**config.mk**
```make
export PLATFORM = sky130hd
export DESIGN_NAME = acd_device_flat
export DESIGN_NICKNAME = d
export VERILOG_FILES = /design/src/acd_pkg.sv /design/src/acd_link_if.sv /design/src/acd_device.sv /design/src/flat_wrapper.sv
export SDC_FILE = /design/constraint.sdc
export NUM_CORES = 2
export LEC_CHECK = 0
export BUFFER_PORTS_ARGS = -buffer_cell sky130_fd_sc_hd__clkbuf_2
export CORE_AREA = 2 2 350 352
export DETAILED_ROUTE_END_ITERATION = 12
export DIE_AREA = 0 0 352 354
export GPL_ROUTABILITY_DRIVEN = 0
export PLACE_DENSITY = 0.54
export RECOVER_POWER = 25
export SYNTH_ARGS = -nofsm -noshare
export SYNTH_HDL_FRONTEND = slang
export SYNTH_SLANG_ARGS = --single-unit
```
**constraint.sdc**
```tcl
create_clock -name clk -period 24.1 [get_ports clk]
set_input_delay 3.615 -clock clk [delete_from_list [all_inputs] [get_ports clk]]
set_output_delay 3.615 -clock clk [all_outputs]
set_load 0.1 [all_outputs]
```
**src/acd_pkg.sv**
```systemverilog
// Shared constants and helpers for the converter clocking and decimation block
package acd_pkg;
	// ----------------------------------------------------------------
	// Geometry
	// ----------------------------------------------------------------
	localparam int ACD_CHANNELS    = 2;
	localparam int ACD_SAMPLE_W    = 16;
	localparam int ACD_CLK_HZ      = 50_000_000;

	// ----------------------------------------------------------------
	// Power modes and decimation codes
	// ----------------------------------------------------------------
	typedef enum logic [1:0] {
		ACD_FULL_RESOLUTION_MODE = 2'h0,
		ACD_REDUCED_POWER_MODE   = 2'h1,
		ACD_MINIMUM_POWER_MODE   = 2'h2
	} acd_power_mode_t;
	localparam logic [3:0] ACD_RATIO_LOG2_BASE  = 4'h7;  // Code 0 is 128
	localparam logic [3:0] ACD_SINC3_LOG2_MAX   = 4'hA;  // Sinc3 caps at 1024
	localparam logic [8:0] ACD_STARTUP_MOD_TICKS = 9'h12C; // 256 + 44
	localparam logic [2:0] ACD_READY_LOW_CYCLES = 3'h4;
	localparam logic [1:0] ACD_CONV_FAST_COUNT  = 2'h2;

	// Settling time in modulator clocks per decimation code
	localparam logic [15:0] ACD_SETTLE_MOD [8] = '{
		16'h01B0, 16'h0330, 16'h0630, 16'h0C30,
		16'h1830, 16'h2830, 16'h4830, 16'h8830
	};

	// ----------------------------------------------------------------
	// Host register map (byte addresses)
	// ----------------------------------------------------------------
	localparam logic [3:0] ACD_REG_CONTROL = 4'h0;
	localparam logic [3:0] ACD_REG_CHANNEL = 4'h4;
	localparam logic [3:0] ACD_REG_STATUS  = 4'h8;
	localparam logic [3:0] ACD_REG_DATA    = 4'hC;
	localparam int ACD_CTRL_CLK_SEL   = 0;
	localparam int ACD_CTRL_PWR_LSB   = 1;
	localparam int ACD_CTRL_OSR_LSB   = 3;
	localparam int ACD_CTRL_STANDBY   = 6;
	localparam int ACD_CTRL_EXT_RUN   = 7;
	localparam int ACD_CTRL_RESYNC    = 8;
	localparam logic [7:0] ACD_CTRL_RESET = 8'h40;  // Standby, external source
	localparam logic [7:0] ACD_EXT_HALF_PERIOD = 8'h03;

	// Clamp a wide signed value to the sample width
	function automatic logic [15:0] acd_saturate(input logic signed [35:0] v);
		if (v > 36'sh0_0000_7FFF)
			return 16'h7FFF;
		else if (v < -36'sh0_0000_8000)
			return 16'h8000;
		else
			return v[15:0];
	endfunction
endpackage

```
**src/acd_link_if.sv**
```systemverilog
// Link between the converter end and its controlling host end
`timescale 1ns/100ps
`default_nettype none
interface acd_link_if;
	logic                                                   clock_select;
	logic [1:0]                                             power_mode_field;
	logic [2:0]                                             decimation_ratio_field;
	logic                                                   standby;
	logic                                                   resync;
	logic [acd_pkg::ACD_CHANNELS-1:0]                       channel_enable;
	logic [acd_pkg::ACD_CHANNELS-1:0][2:0]                  channel_gain;
	logic [acd_pkg::ACD_CHANNELS-1:0][1:0]                  channel_mux;
	logic                                                   external_clock_input;
	logic                                                   sample_ready_n;
	logic [acd_pkg::ACD_CHANNELS-1:0][acd_pkg::ACD_SAMPLE_W-1:0] sample_data;

	modport device (
		input  clock_select, power_mode_field, decimation_ratio_field, standby, resync,
		input  channel_enable, channel_gain, channel_mux, external_clock_input,
		output sample_ready_n, sample_data
	);
	modport host (
		output clock_select, power_mode_field, decimation_ratio_field, standby, resync,
		output channel_enable, channel_gain, channel_mux, external_clock_input,
		input  sample_ready_n, sample_data
	);
endinterface
`default_nettype wire

```
**src/acd_device.sv**
```systemverilog
// Converter end: main and modulator clock derivation plus per-channel decimation
//
// Behaviour
// - Oscillator off until clock select set
// - Oscillator divided by 1, 2 or 4
// - Modulator clock is half main clock
// - Host enters standby before source switch
// - Host enters standby before power change
// - Eight ratios 128 to 16384 selectable
// - One sample per ratio modulator clocks
// - Bitstream feeds sinc3 and sinc1 together
// - First conversions use fast sinc1 path
// - After two conversions stay on sinc3
// - Ratios up to 1024 use sinc3 only
// - Larger ratios: sinc3 at 1024 plus sinc1
// - Channel changes or resync restart settling
// - Unsettled samples reported; host latches them with settled bits low
// - Settling times per ratio in modulator clocks
// - Host trusts first ready after settling
// - Ready falls for each new sample
// - Two-bit field picks three power modes
// - Wait 300 modulator clocks before sampling
`timescale 1ns/100ps
`default_nettype none
module acd_device (
	input  wire logic                             clk,
	input  wire logic                             reset_n,
	acd_link_if.device                            link,
	input  wire logic [acd_pkg::ACD_CHANNELS-1:0] modulator_bit,
	output logic                                  oscillator_running,
	output logic                                  sampling_active,
	output logic                                  fast_path_selected
);
	localparam int NCH = acd_pkg::ACD_CHANNELS;

	// ----------------------------------------------------------------
	// Main and modulator clock ticks
	// ----------------------------------------------------------------
	logic       ext_s1_r;
	logic       ext_s2_r;
	logic       ext_s3_r;
	logic [1:0] div_cnt_r;
	logic       mod_phase_r;
	logic [1:0] div_last;
	logic       ext_rise;
	logic       int_tick;
	logic       main_tick;
	logic       mod_tick;

	// Reserved power code behaves as the slowest mode
	assign div_last = (link.power_mode_field == acd_pkg::ACD_FULL_RESOLUTION_MODE) ? 2'h0 :
	                  (link.power_mode_field == acd_pkg::ACD_REDUCED_POWER_MODE)   ? 2'h1 : 2'h3;
	assign ext_rise  = ext_s2_r & ~ext_s3_r;
	assign int_tick  = link.clock_select & (div_cnt_r == div_last);
	assign main_tick = link.clock_select ? int_tick : ext_rise;
	assign mod_tick  = main_tick & mod_phase_r;

	// Pin synchroniser and edge history for the external clock
	always_ff @(posedge clk or negedge reset_n)
		if (!reset_n)
		begin
			ext_s1_r <= 1'b0;
			ext_s2_r <= 1'b0;
			ext_s3_r <= 1'b0;
		end
		else
		begin
			ext_s1_r <= link.external_clock_input;
			ext_s2_r <= ext_s1_r;
			ext_s3_r <= ext_s2_r;
		end

	// Oscillator divider held idle while the oscillator is off
	always_ff @(posedge clk or negedge reset_n)
		if (!reset_n)
			div_cnt_r <= 2'h0;
		else if (!link.clock_select || int_tick)
			div_cnt_r <= 2'h0;
		else
			div_cnt_r <= div_cnt_r + 2'h1;

	// Every other main tick is a modulator tick
	always_ff @(posedge clk or negedge reset_n)
		if (!reset_n)
			mod_phase_r <= 1'b0;
		else if (main_tick)
			mod_phase_r <= ~mod_phase_r;

	// ----------------------------------------------------------------
	// Start-up wait and conversion phase
	// ----------------------------------------------------------------
	logic [8:0]  start_cnt_r;
	logic        started_r;
	logic [13:0] phase_r;
	logic [1:0]  conv_cnt_r;
	logic [2:0]  low_cnt_r;
	logic        ready_n_r;
	logic [3:0]  ratio_log2;
	logic [3:0]  sinc3_log2;
	logic [3:0]  casc_log2;
	logic [13:0] osr_last;
	logic [9:0]  sinc3_mask;
	logic        run;
	logic        restart_all;
	logic        sinc3_end;
	logic        out_end;
	logic        use_fast;

	assign ratio_log2  = acd_pkg::ACD_RATIO_LOG2_BASE + {1'b0, link.decimation_ratio_field};
	assign sinc3_log2  = (ratio_log2 > acd_pkg::ACD_SINC3_LOG2_MAX) ? acd_pkg::ACD_SINC3_LOG2_MAX
	                                                                 : ratio_log2;
	assign casc_log2   = ratio_log2 - sinc3_log2;
	assign osr_last    = 14'((15'h1 << ratio_log2) - 15'h1);
	assign sinc3_mask  = 10'((11'h1 << sinc3_log2) - 11'h1);
	assign run         = started_r & ~link.standby;
	assign restart_all = ~run | link.resync;
	assign sinc3_end   = mod_tick & run & ((phase_r[9:0] & sinc3_mask) == sinc3_mask);
	assign out_end     = mod_tick & ~restart_all & (phase_r == osr_last);
	assign use_fast    = conv_cnt_r < acd_pkg::ACD_CONV_FAST_COUNT;

	// Modulators start after the fixed wait in modulator clocks
	always_ff @(posedge clk or negedge reset_n)
		if (!reset_n)
		begin
			start_cnt_r <= 9'h000;
			started_r   <= 1'b0;
		end
		else if (mod_tick && !started_r)
		begin
			start_cnt_r <= start_cnt_r + 9'h001;
			started_r   <= (start_cnt_r == acd_pkg::ACD_STARTUP_MOD_TICKS - 9'h001);
		end

	// Position within the output period, cleared on any global restart
	always_ff @(posedge clk or negedge reset_n)
		if (!reset_n)
			phase_r <= 14'h0000;
		else if (restart_all || out_end)
			phase_r <= 14'h0000;
		else if (mod_tick)
			phase_r <= phase_r + 14'h0001;

	// Conversion count only rewinds on device reset
	always_ff @(posedge clk or negedge reset_n)
		if (!reset_n)
			conv_cnt_r <= 2'h0;
		else if (out_end && use_fast)
			conv_cnt_r <= conv_cnt_r + 2'h1;

	// Ready goes low for a short fixed pulse on each new sample
	always_ff @(posedge clk or negedge reset_n)
		if (!reset_n)
		begin
			ready_n_r <= 1'b1;
			low_cnt_r <= 3'h0;
		end
		else if (out_end)
		begin
			ready_n_r <= 1'b0;
			low_cnt_r <= acd_pkg::ACD_READY_LOW_CYCLES - 3'h1;
		end
		else if (low_cnt_r != 3'h0)
			low_cnt_r <= low_cnt_r - 3'h1;
		else
			ready_n_r <= 1'b1;

	// ----------------------------------------------------------------
	// Per-channel filters
	// ----------------------------------------------------------------
	logic [NCH-1:0][15:0] sample_r;

	generate
		for (genvar ch = 0; ch < NCH; ch++)
		begin : g_ch
			logic signed [31:0] i1_r, i2_r, i3_r;
			logic signed [31:0] d1_r, d2_r, d3_r;
			logic signed [19:0] casc_r;
			logic signed [15:0] fast_r;
			logic               en_q_r;
			logic [2:0]         gain_q_r;
			logic [1:0]         mux_q_r;
			logic signed [31:0] x;
			logic signed [31:0] c1, c2, c3;
			logic [15:0]        s3_norm;
			logic signed [35:0] casc_sum;
			logic signed [35:0] fast_sum;
			logic [15:0]        casc_out;
			logic [15:0]        fast_out;
			logic               ch_restart;

			assign ch_restart = restart_all | ~link.channel_enable[ch]
			                  | (link.channel_gain[ch] != gain_q_r)
			                  | (link.channel_mux[ch] != mux_q_r) | ~en_q_r;
			assign x        = modulator_bit[ch] ? 32'sh1 : -32'sh1;
			assign c1       = i3_r - d1_r;
			assign c2       = c1 - d2_r;
			assign c3       = c2 - d3_r;
			assign s3_norm  = acd_pkg::acd_saturate(36'(c3 >>> (3 * sinc3_log2 - 15)));
			assign casc_sum = 36'(casc_r) + 36'($signed(s3_norm));
			assign casc_out = acd_pkg::acd_saturate(casc_sum >>> casc_log2);
			assign fast_sum = 36'(fast_r) + 36'(x);
			assign fast_out = acd_pkg::acd_saturate(fast_sum <<< (15 - ratio_log2));

			// Remember settings to spot a change of gain or input selection
			always_ff @(posedge clk or negedge reset_n)
				if (!reset_n)
				begin
					en_q_r   <= 1'b0;
					gain_q_r <= 3'h0;
					mux_q_r  <= 2'h0;
				end
				else
				begin
					en_q_r   <= link.channel_enable[ch];
					gain_q_r <= link.channel_gain[ch];
					mux_q_r  <= link.channel_mux[ch];
				end

			// Integrators, combs, cascade and fast accumulators
			always_ff @(posedge clk or negedge reset_n)
				if (!reset_n)
				begin
					{i1_r, i2_r, i3_r} <= '0;
					{d1_r, d2_r, d3_r} <= '0;
					casc_r             <= '0;
					fast_r             <= '0;
				end
				else if (ch_restart)
				begin
					{i1_r, i2_r, i3_r} <= '0;
					{d1_r, d2_r, d3_r} <= '0;
					casc_r             <= '0;
					fast_r             <= '0;
				end
				else if (mod_tick && run)
				begin
					i1_r   <= i1_r + x;
					i2_r   <= i2_r + i1_r;
					i3_r   <= i3_r + i2_r;
					fast_r <= out_end ? 16'sh0000 : 16'(fast_sum);
					if (sinc3_end)
					begin
						d1_r   <= i3_r;
						d2_r   <= c1;
						d3_r   <= c2;
						casc_r <= out_end ? 20'sh00000 : 20'(casc_sum);
					end
				end

			// Output register picks the path for this conversion
			always_ff @(posedge clk or negedge reset_n)
				if (!reset_n)
					sample_r[ch] <= 16'h0000;
				else if (out_end)
					sample_r[ch] <= use_fast ? fast_out : casc_out;
		end
	endgenerate

	// ----------------------------------------------------------------
	// Outputs
	// ----------------------------------------------------------------
	logic osc_run_r;
	logic fast_sel_r;

	// Status flops for the user side
	always_ff @(posedge clk or negedge reset_n)
		if (!reset_n)
		begin
			osc_run_r  <= 1'b0;
			fast_sel_r <= 1'b1;
		end
		else
		begin
			osc_run_r  <= link.clock_select;
			fast_sel_r <= use_fast;
		end

	assign link.sample_ready_n = ready_n_r;
	assign link.sample_data    = sample_r;
	assign oscillator_running  = osc_run_r;
	assign sampling_active     = started_r;
	assign fast_path_selected  = fast_sel_r;
endmodule
`default_nettype wire

```
**src/flat_wrapper.sv**
```systemverilog
// flat-port wrapper written by rule: the top's interface ports become plain ports
module acd_device_flat 
  (clk, reset_n, modulator_bit, oscillator_running, sampling_active, fast_path_selected, link_clock_select, link_power_mode_field, link_decimation_ratio_field, link_standby, link_resync, link_channel_enable, link_channel_gain, link_channel_mux, link_external_clock_input, link_sample_ready_n, link_sample_data);
  acd_link_if link_i ();
  input  wire logic clk;
  input  wire logic reset_n;
  input  wire logic [acd_pkg::ACD_CHANNELS-1:0] modulator_bit;
  output logic oscillator_running;
  output logic sampling_active;
  output logic fast_path_selected;
  input wire logic [$bits(link_i.clock_select)-1:0] link_clock_select;
  input wire logic [$bits(link_i.power_mode_field)-1:0] link_power_mode_field;
  input wire logic [$bits(link_i.decimation_ratio_field)-1:0] link_decimation_ratio_field;
  input wire logic [$bits(link_i.standby)-1:0] link_standby;
  input wire logic [$bits(link_i.resync)-1:0] link_resync;
  input wire logic [$bits(link_i.channel_enable)-1:0] link_channel_enable;
  input wire logic [$bits(link_i.channel_gain)-1:0] link_channel_gain;
  input wire logic [$bits(link_i.channel_mux)-1:0] link_channel_mux;
  input wire logic [$bits(link_i.external_clock_input)-1:0] link_external_clock_input;
  output wire logic [$bits(link_i.sample_ready_n)-1:0] link_sample_ready_n;
  output wire logic [$bits(link_i.sample_data)-1:0] link_sample_data;
  assign link_i.clock_select = link_clock_select;
  assign link_i.power_mode_field = link_power_mode_field;
  assign link_i.decimation_ratio_field = link_decimation_ratio_field;
  assign link_i.standby = link_standby;
  assign link_i.resync = link_resync;
  assign link_i.channel_enable = link_channel_enable;
  assign link_i.channel_gain = link_channel_gain;
  assign link_i.channel_mux = link_channel_mux;
  assign link_i.external_clock_input = link_external_clock_input;
  assign link_sample_ready_n = link_i.sample_ready_n;
  assign link_sample_data = link_i.sample_data;
  acd_device u_core (.clk(clk), .reset_n(reset_n), .link(link_i), .modulator_bit(modulator_bit), .oscillator_running(oscillator_running), .sampling_active(sampling_active), .fast_path_selected(fast_path_selected));
endmodule
```
==> flow_summary.ini <==
[outcome]
status = finished with violations
violations_in_the_final_reports = capacitance limit, slew limit

[floorplan]
floorplan.io_pins = 61
fp.dieW_um = 352
floorplan.die.height_um = 354
design.core.area_um2 = 120900
die_area_um2 = 124600
fp-row-count = 128
floorplan.initialDensity = 0.4173

[timing]
timing.final.hold_violations = 0
final.min_clock_period_ns = 15.58
rsz0062_at_grt = no
timing.final.max_slew_violations = 288
setup_viol = 0
max_freq_mhz = 64.17
worst_slew_margin_rel = -3.321
worst_slew_pin_slew_ns = 6.482
finClkSkew_ns = 0.02619
final_min_period_over_clock_period = 0.6467
final.setup.tns_ns = 0

[synth]
synth_edf_count = 0
synthDistinctLibCells = 100
postSynth.asyncResetShare = 1.000
synth_area_per_cell_um2 = 7.711
synth-seq-area-share = 0.2668
synthesis.instances = 6544
synthesis.nets = 7046
number_of_warnings_printed_during_yosys_synthesis = 0
yosysTopAreaCell = dfrtp_1
synthesis.area_um2 = 50460
synth.top_cell.area_share = 0.2658
post_synth_main_area_contributors = dfrtp_1 (27%), ha_1 (11%), a21oi_1 (7.5%)
yosys_register_bits = 538
yosys_most_used_dff = dfrtp_1

[detailed_routing]
detail_route.wirelength_mm = 145.3
routedWlPerCell_um = 17.93
drt_iter0_markers = 3433
drt_pass1_iterations = 6
post_drt_via_cell_ratio = 5.772
count_of_unresolved_drc_violations_after_routing = 0
route.antenna.remaining_nets = 0
number_of_vias_in_the_routed_layout = 46790

[setup_path]
timing.critical_path.to_type = register
critical_path.reg2reg.endpoint = u_core.link.sample_data[2]$_DFFE_PN0P_
path_class = in2reg
critical-path-top-delay-family = compound AO/OA/AOI/OAI gates
cp-start-kind = input port
critical-path-max-stage-delay_ns = 0.93
critPathBufInv = 7
ff2ff_setup_slack_ns = 8.93
reg2reg_from = u_core.g_ch[0].i3_r[0]$_DFFE_PN0P_
wp_data_required_ns = 24.69
worstRegToRegCells = 61
timing.critical_path.slowest_stage_cell = a221oi_2
path_max_fanout = 58
critical_path_start = link_decimation_ratio_field[0]
timing.critical_path.arrival_ns = 16.17

[clock_tree]
clock-sinks = 538
clock_tree.root_cell = clkbuf_16
clock_tree_from_tritoncts = built
clock_tree.htree_level_count = 3
num_cts_buffers = 72
clk-insertion-delay-late_ns = 0.68
clkSlewWorstSetupHoldPaths_ns = 0.06
ctsResizeCount = 0
cts.hold.buffers_added = 0
clock_path_buffers = 3
post-cts-setup-buffers = 0

[global_routing]
first_global_vias = 44440
grtUsageTotal = 0.2293
number_of_antenna_violations_at_the_first_check_in_global_routing = 0
grt_start_max_net_pins = 168
grt_pass1_wl_mm = 239.1
grt_overflow_total = 0

[placed_design]
placement.io_buffers = 60
place.detailed.hpwl_mm = 105.0

[power]
leakagePower_uw = 0.02397
total_power_divided_by_cell_area_nw_per_um2 = 48.17
peak_supply_drop_v = 0.00008000

[final_layout]
synthToLayoutAreaGrowth_pct = 8.490
num_antenna_cells = 0
finalCoreUtilization = 0.4528
finalNetCount = 6927
drive_above_1_share = 0.05323

[hold_path]
hold_path_depth = 0
hold_path.class = reg2reg
timing.hold.worst.start = u_core.ext_s1_r$_DFF_PN0_
min_to = u_core.ext_s2_r$_DFF_PN0_

[run]
timing.max_cap.violations = 3
[worst max-delay path by stage]
stage | slack, ns | end | cells after the start
2_1_floorplan | 9.58 | u_core.link.sample_data[18]$_DFFE_PN0P_ | 50
3_3_place_gp | 8.13 | u_core.link.sample_data[27]$_DFFE_PN0P_ | 45
3_5_place_dp | 8.06 | u_core.link.sample_data[29]$_DFFE_PN0P_ | 45
4_1_cts | 8.74 | u_core.link.sample_data[29]$_DFFE_PN0P_ | 45
5_1_grt | 7.48 | u_core.link.sample_data[29]$_DFFE_PN0P_ | 45
6_report | 8.52 | u_core.link.sample_data[29]$_DFFE_PN0P_ | 45
[sequential cells by signal, summed over array words and instances, names as in the netlist, 3 cells and up]
register and flops:
u_core.g_ch.fast_r 32, u_core.g_ch.d1_r 64, u_core.g_ch.i2_r 64, u_core.phase_r 14, u_core.low_cnt_r 3, u_core.start_cnt_r 9, u_core.g_ch.d2_r 64, u_core.g_ch.i3_r 64
u_core.link.sample_data 32, u_core.g_ch.casc_r 40, u_core.g_ch.i1_r 64, u_core.g_ch.mux_q_r 4, u_core.g_ch.gain_q_r 6, u_core.g_ch.d3_r 64
[area by class of cell]
class,instances,area (µm²)
Tap cell,1625,2033
Clock buffer,94,2017
Inverter,337,1265
Timing Repair Buffer,118,760.7
Fill cell,12190,66170
Multi-Input combinational cell,5358,34690
Sequential cell,538,13470
Clock inverter,36,513.0
[cells in the mapped netlist (all sizes together) (44+ instances only)]
master,n
mux2i,82
ha,456
a21oi,758
nand2b,62
nand2,962
dfrtp,536
or3,57
a22o,67
o31ai,46
nand3,114
clkbuf,277
o21bai,61
nor2,567
nor3,146
o211ai,56
inv,335
nor2b,49
a31oi,75
xor2,137
o21a,85
xnor2,257
nand4,44
o22ai,46
o21ai,401
a21o,133
and3,57
a211oi,106
[power breakdown]
part	leakage, µW	internal (µW)	switching [µW]
Combinational	0.0153	186	385
Clock	0.00124	694	456
Sequential	0.00745	911	6.16
Total	0.0240	1790	847
[cells by family (layout without fill, tap and decap cells)]
logic type      after synthesis  in the layout  share of synthesized area
simple gates               2208           2208                     0.1940
compound gates             2162           2162                     0.2734
buf+inv                     648            585                    0.04892
flops                       538            538                     0.2668
fa+ha+maj                   478            478                     0.1216
xor+xnor                    397            397                    0.06975
mux                         112            112                    0.02541
other cells                   1              1                 0.00007431
[layer usage]
| layer | vias to the layer above | track usage | wire length, µm |
|---|---|---|---|
| li1 | 23370 | - | - |
| met1 | 22100 | 0.3284 | 71420 |
| met2 | 1098 | 0.3620 | 63730 |
| met3 | 223 | 0.03222 | 7048 |
| met4 | 0 | 0.05820 | 3116 |
| met5 | - | 0 | 0 |
[layout by cell type, fill, tap and decap left out, types with 19 or more instances in the layout]
cell type,netlist,final
a21oi_1,757,757
or2_2,20,20
a31oi_1,74,74
o211ai_1,55,55
and2_1,35,35
dfrtp_1,536,536
inv_1,332,330
o22ai_1,46,46
nand2b_1,62,61
ha_1,456,455
nand3_1,114,113
a22o_1,67,67
o21ai_1,29,29
o21a_1,85,85
or3_1,57,57
o21ai_0,372,371
a211oi_1,104,104
nor3_1,146,143
nor2b_1,49,49
nor2_1,566,559
and3_1,57,56
a21o_1,133,133
nand4_1,44,44
xor2_1,137,134
clkbuf_1,277,27
clkbuf_16,0,74
mux2i_1,82,82
a21boi_0,21,21
nand2_1,962,962
xnor2_1,257,253
o31a_1,24,24
nor4_1,29,28
clkbuf_2,0,46
mux2_2,19,19
o31ai_1,46,46
fa_1,21,20
a211o_1,33,33
o21bai_1,61,61
buf_4,0,52
[metrics by stage]
stage          setup slack, ns  hold slack [ns]  area [µm²]  instances  power (µW)
6_report                 8.515           0.3457       54750       8106        2637
5_1_grt                  7.484           0.3602       54750       8106        2764
4_1_cts                  8.739           0.3511       54790       8106        2668
3_5_place_dp             8.059           0.3418       52260       7976        1493
3_3_place_gp             8.128           0.3325       52260       7976        1494
2_1_floorplan            9.579           0.3312       50460       6544        1321
(Power assumes the default switching activity.)
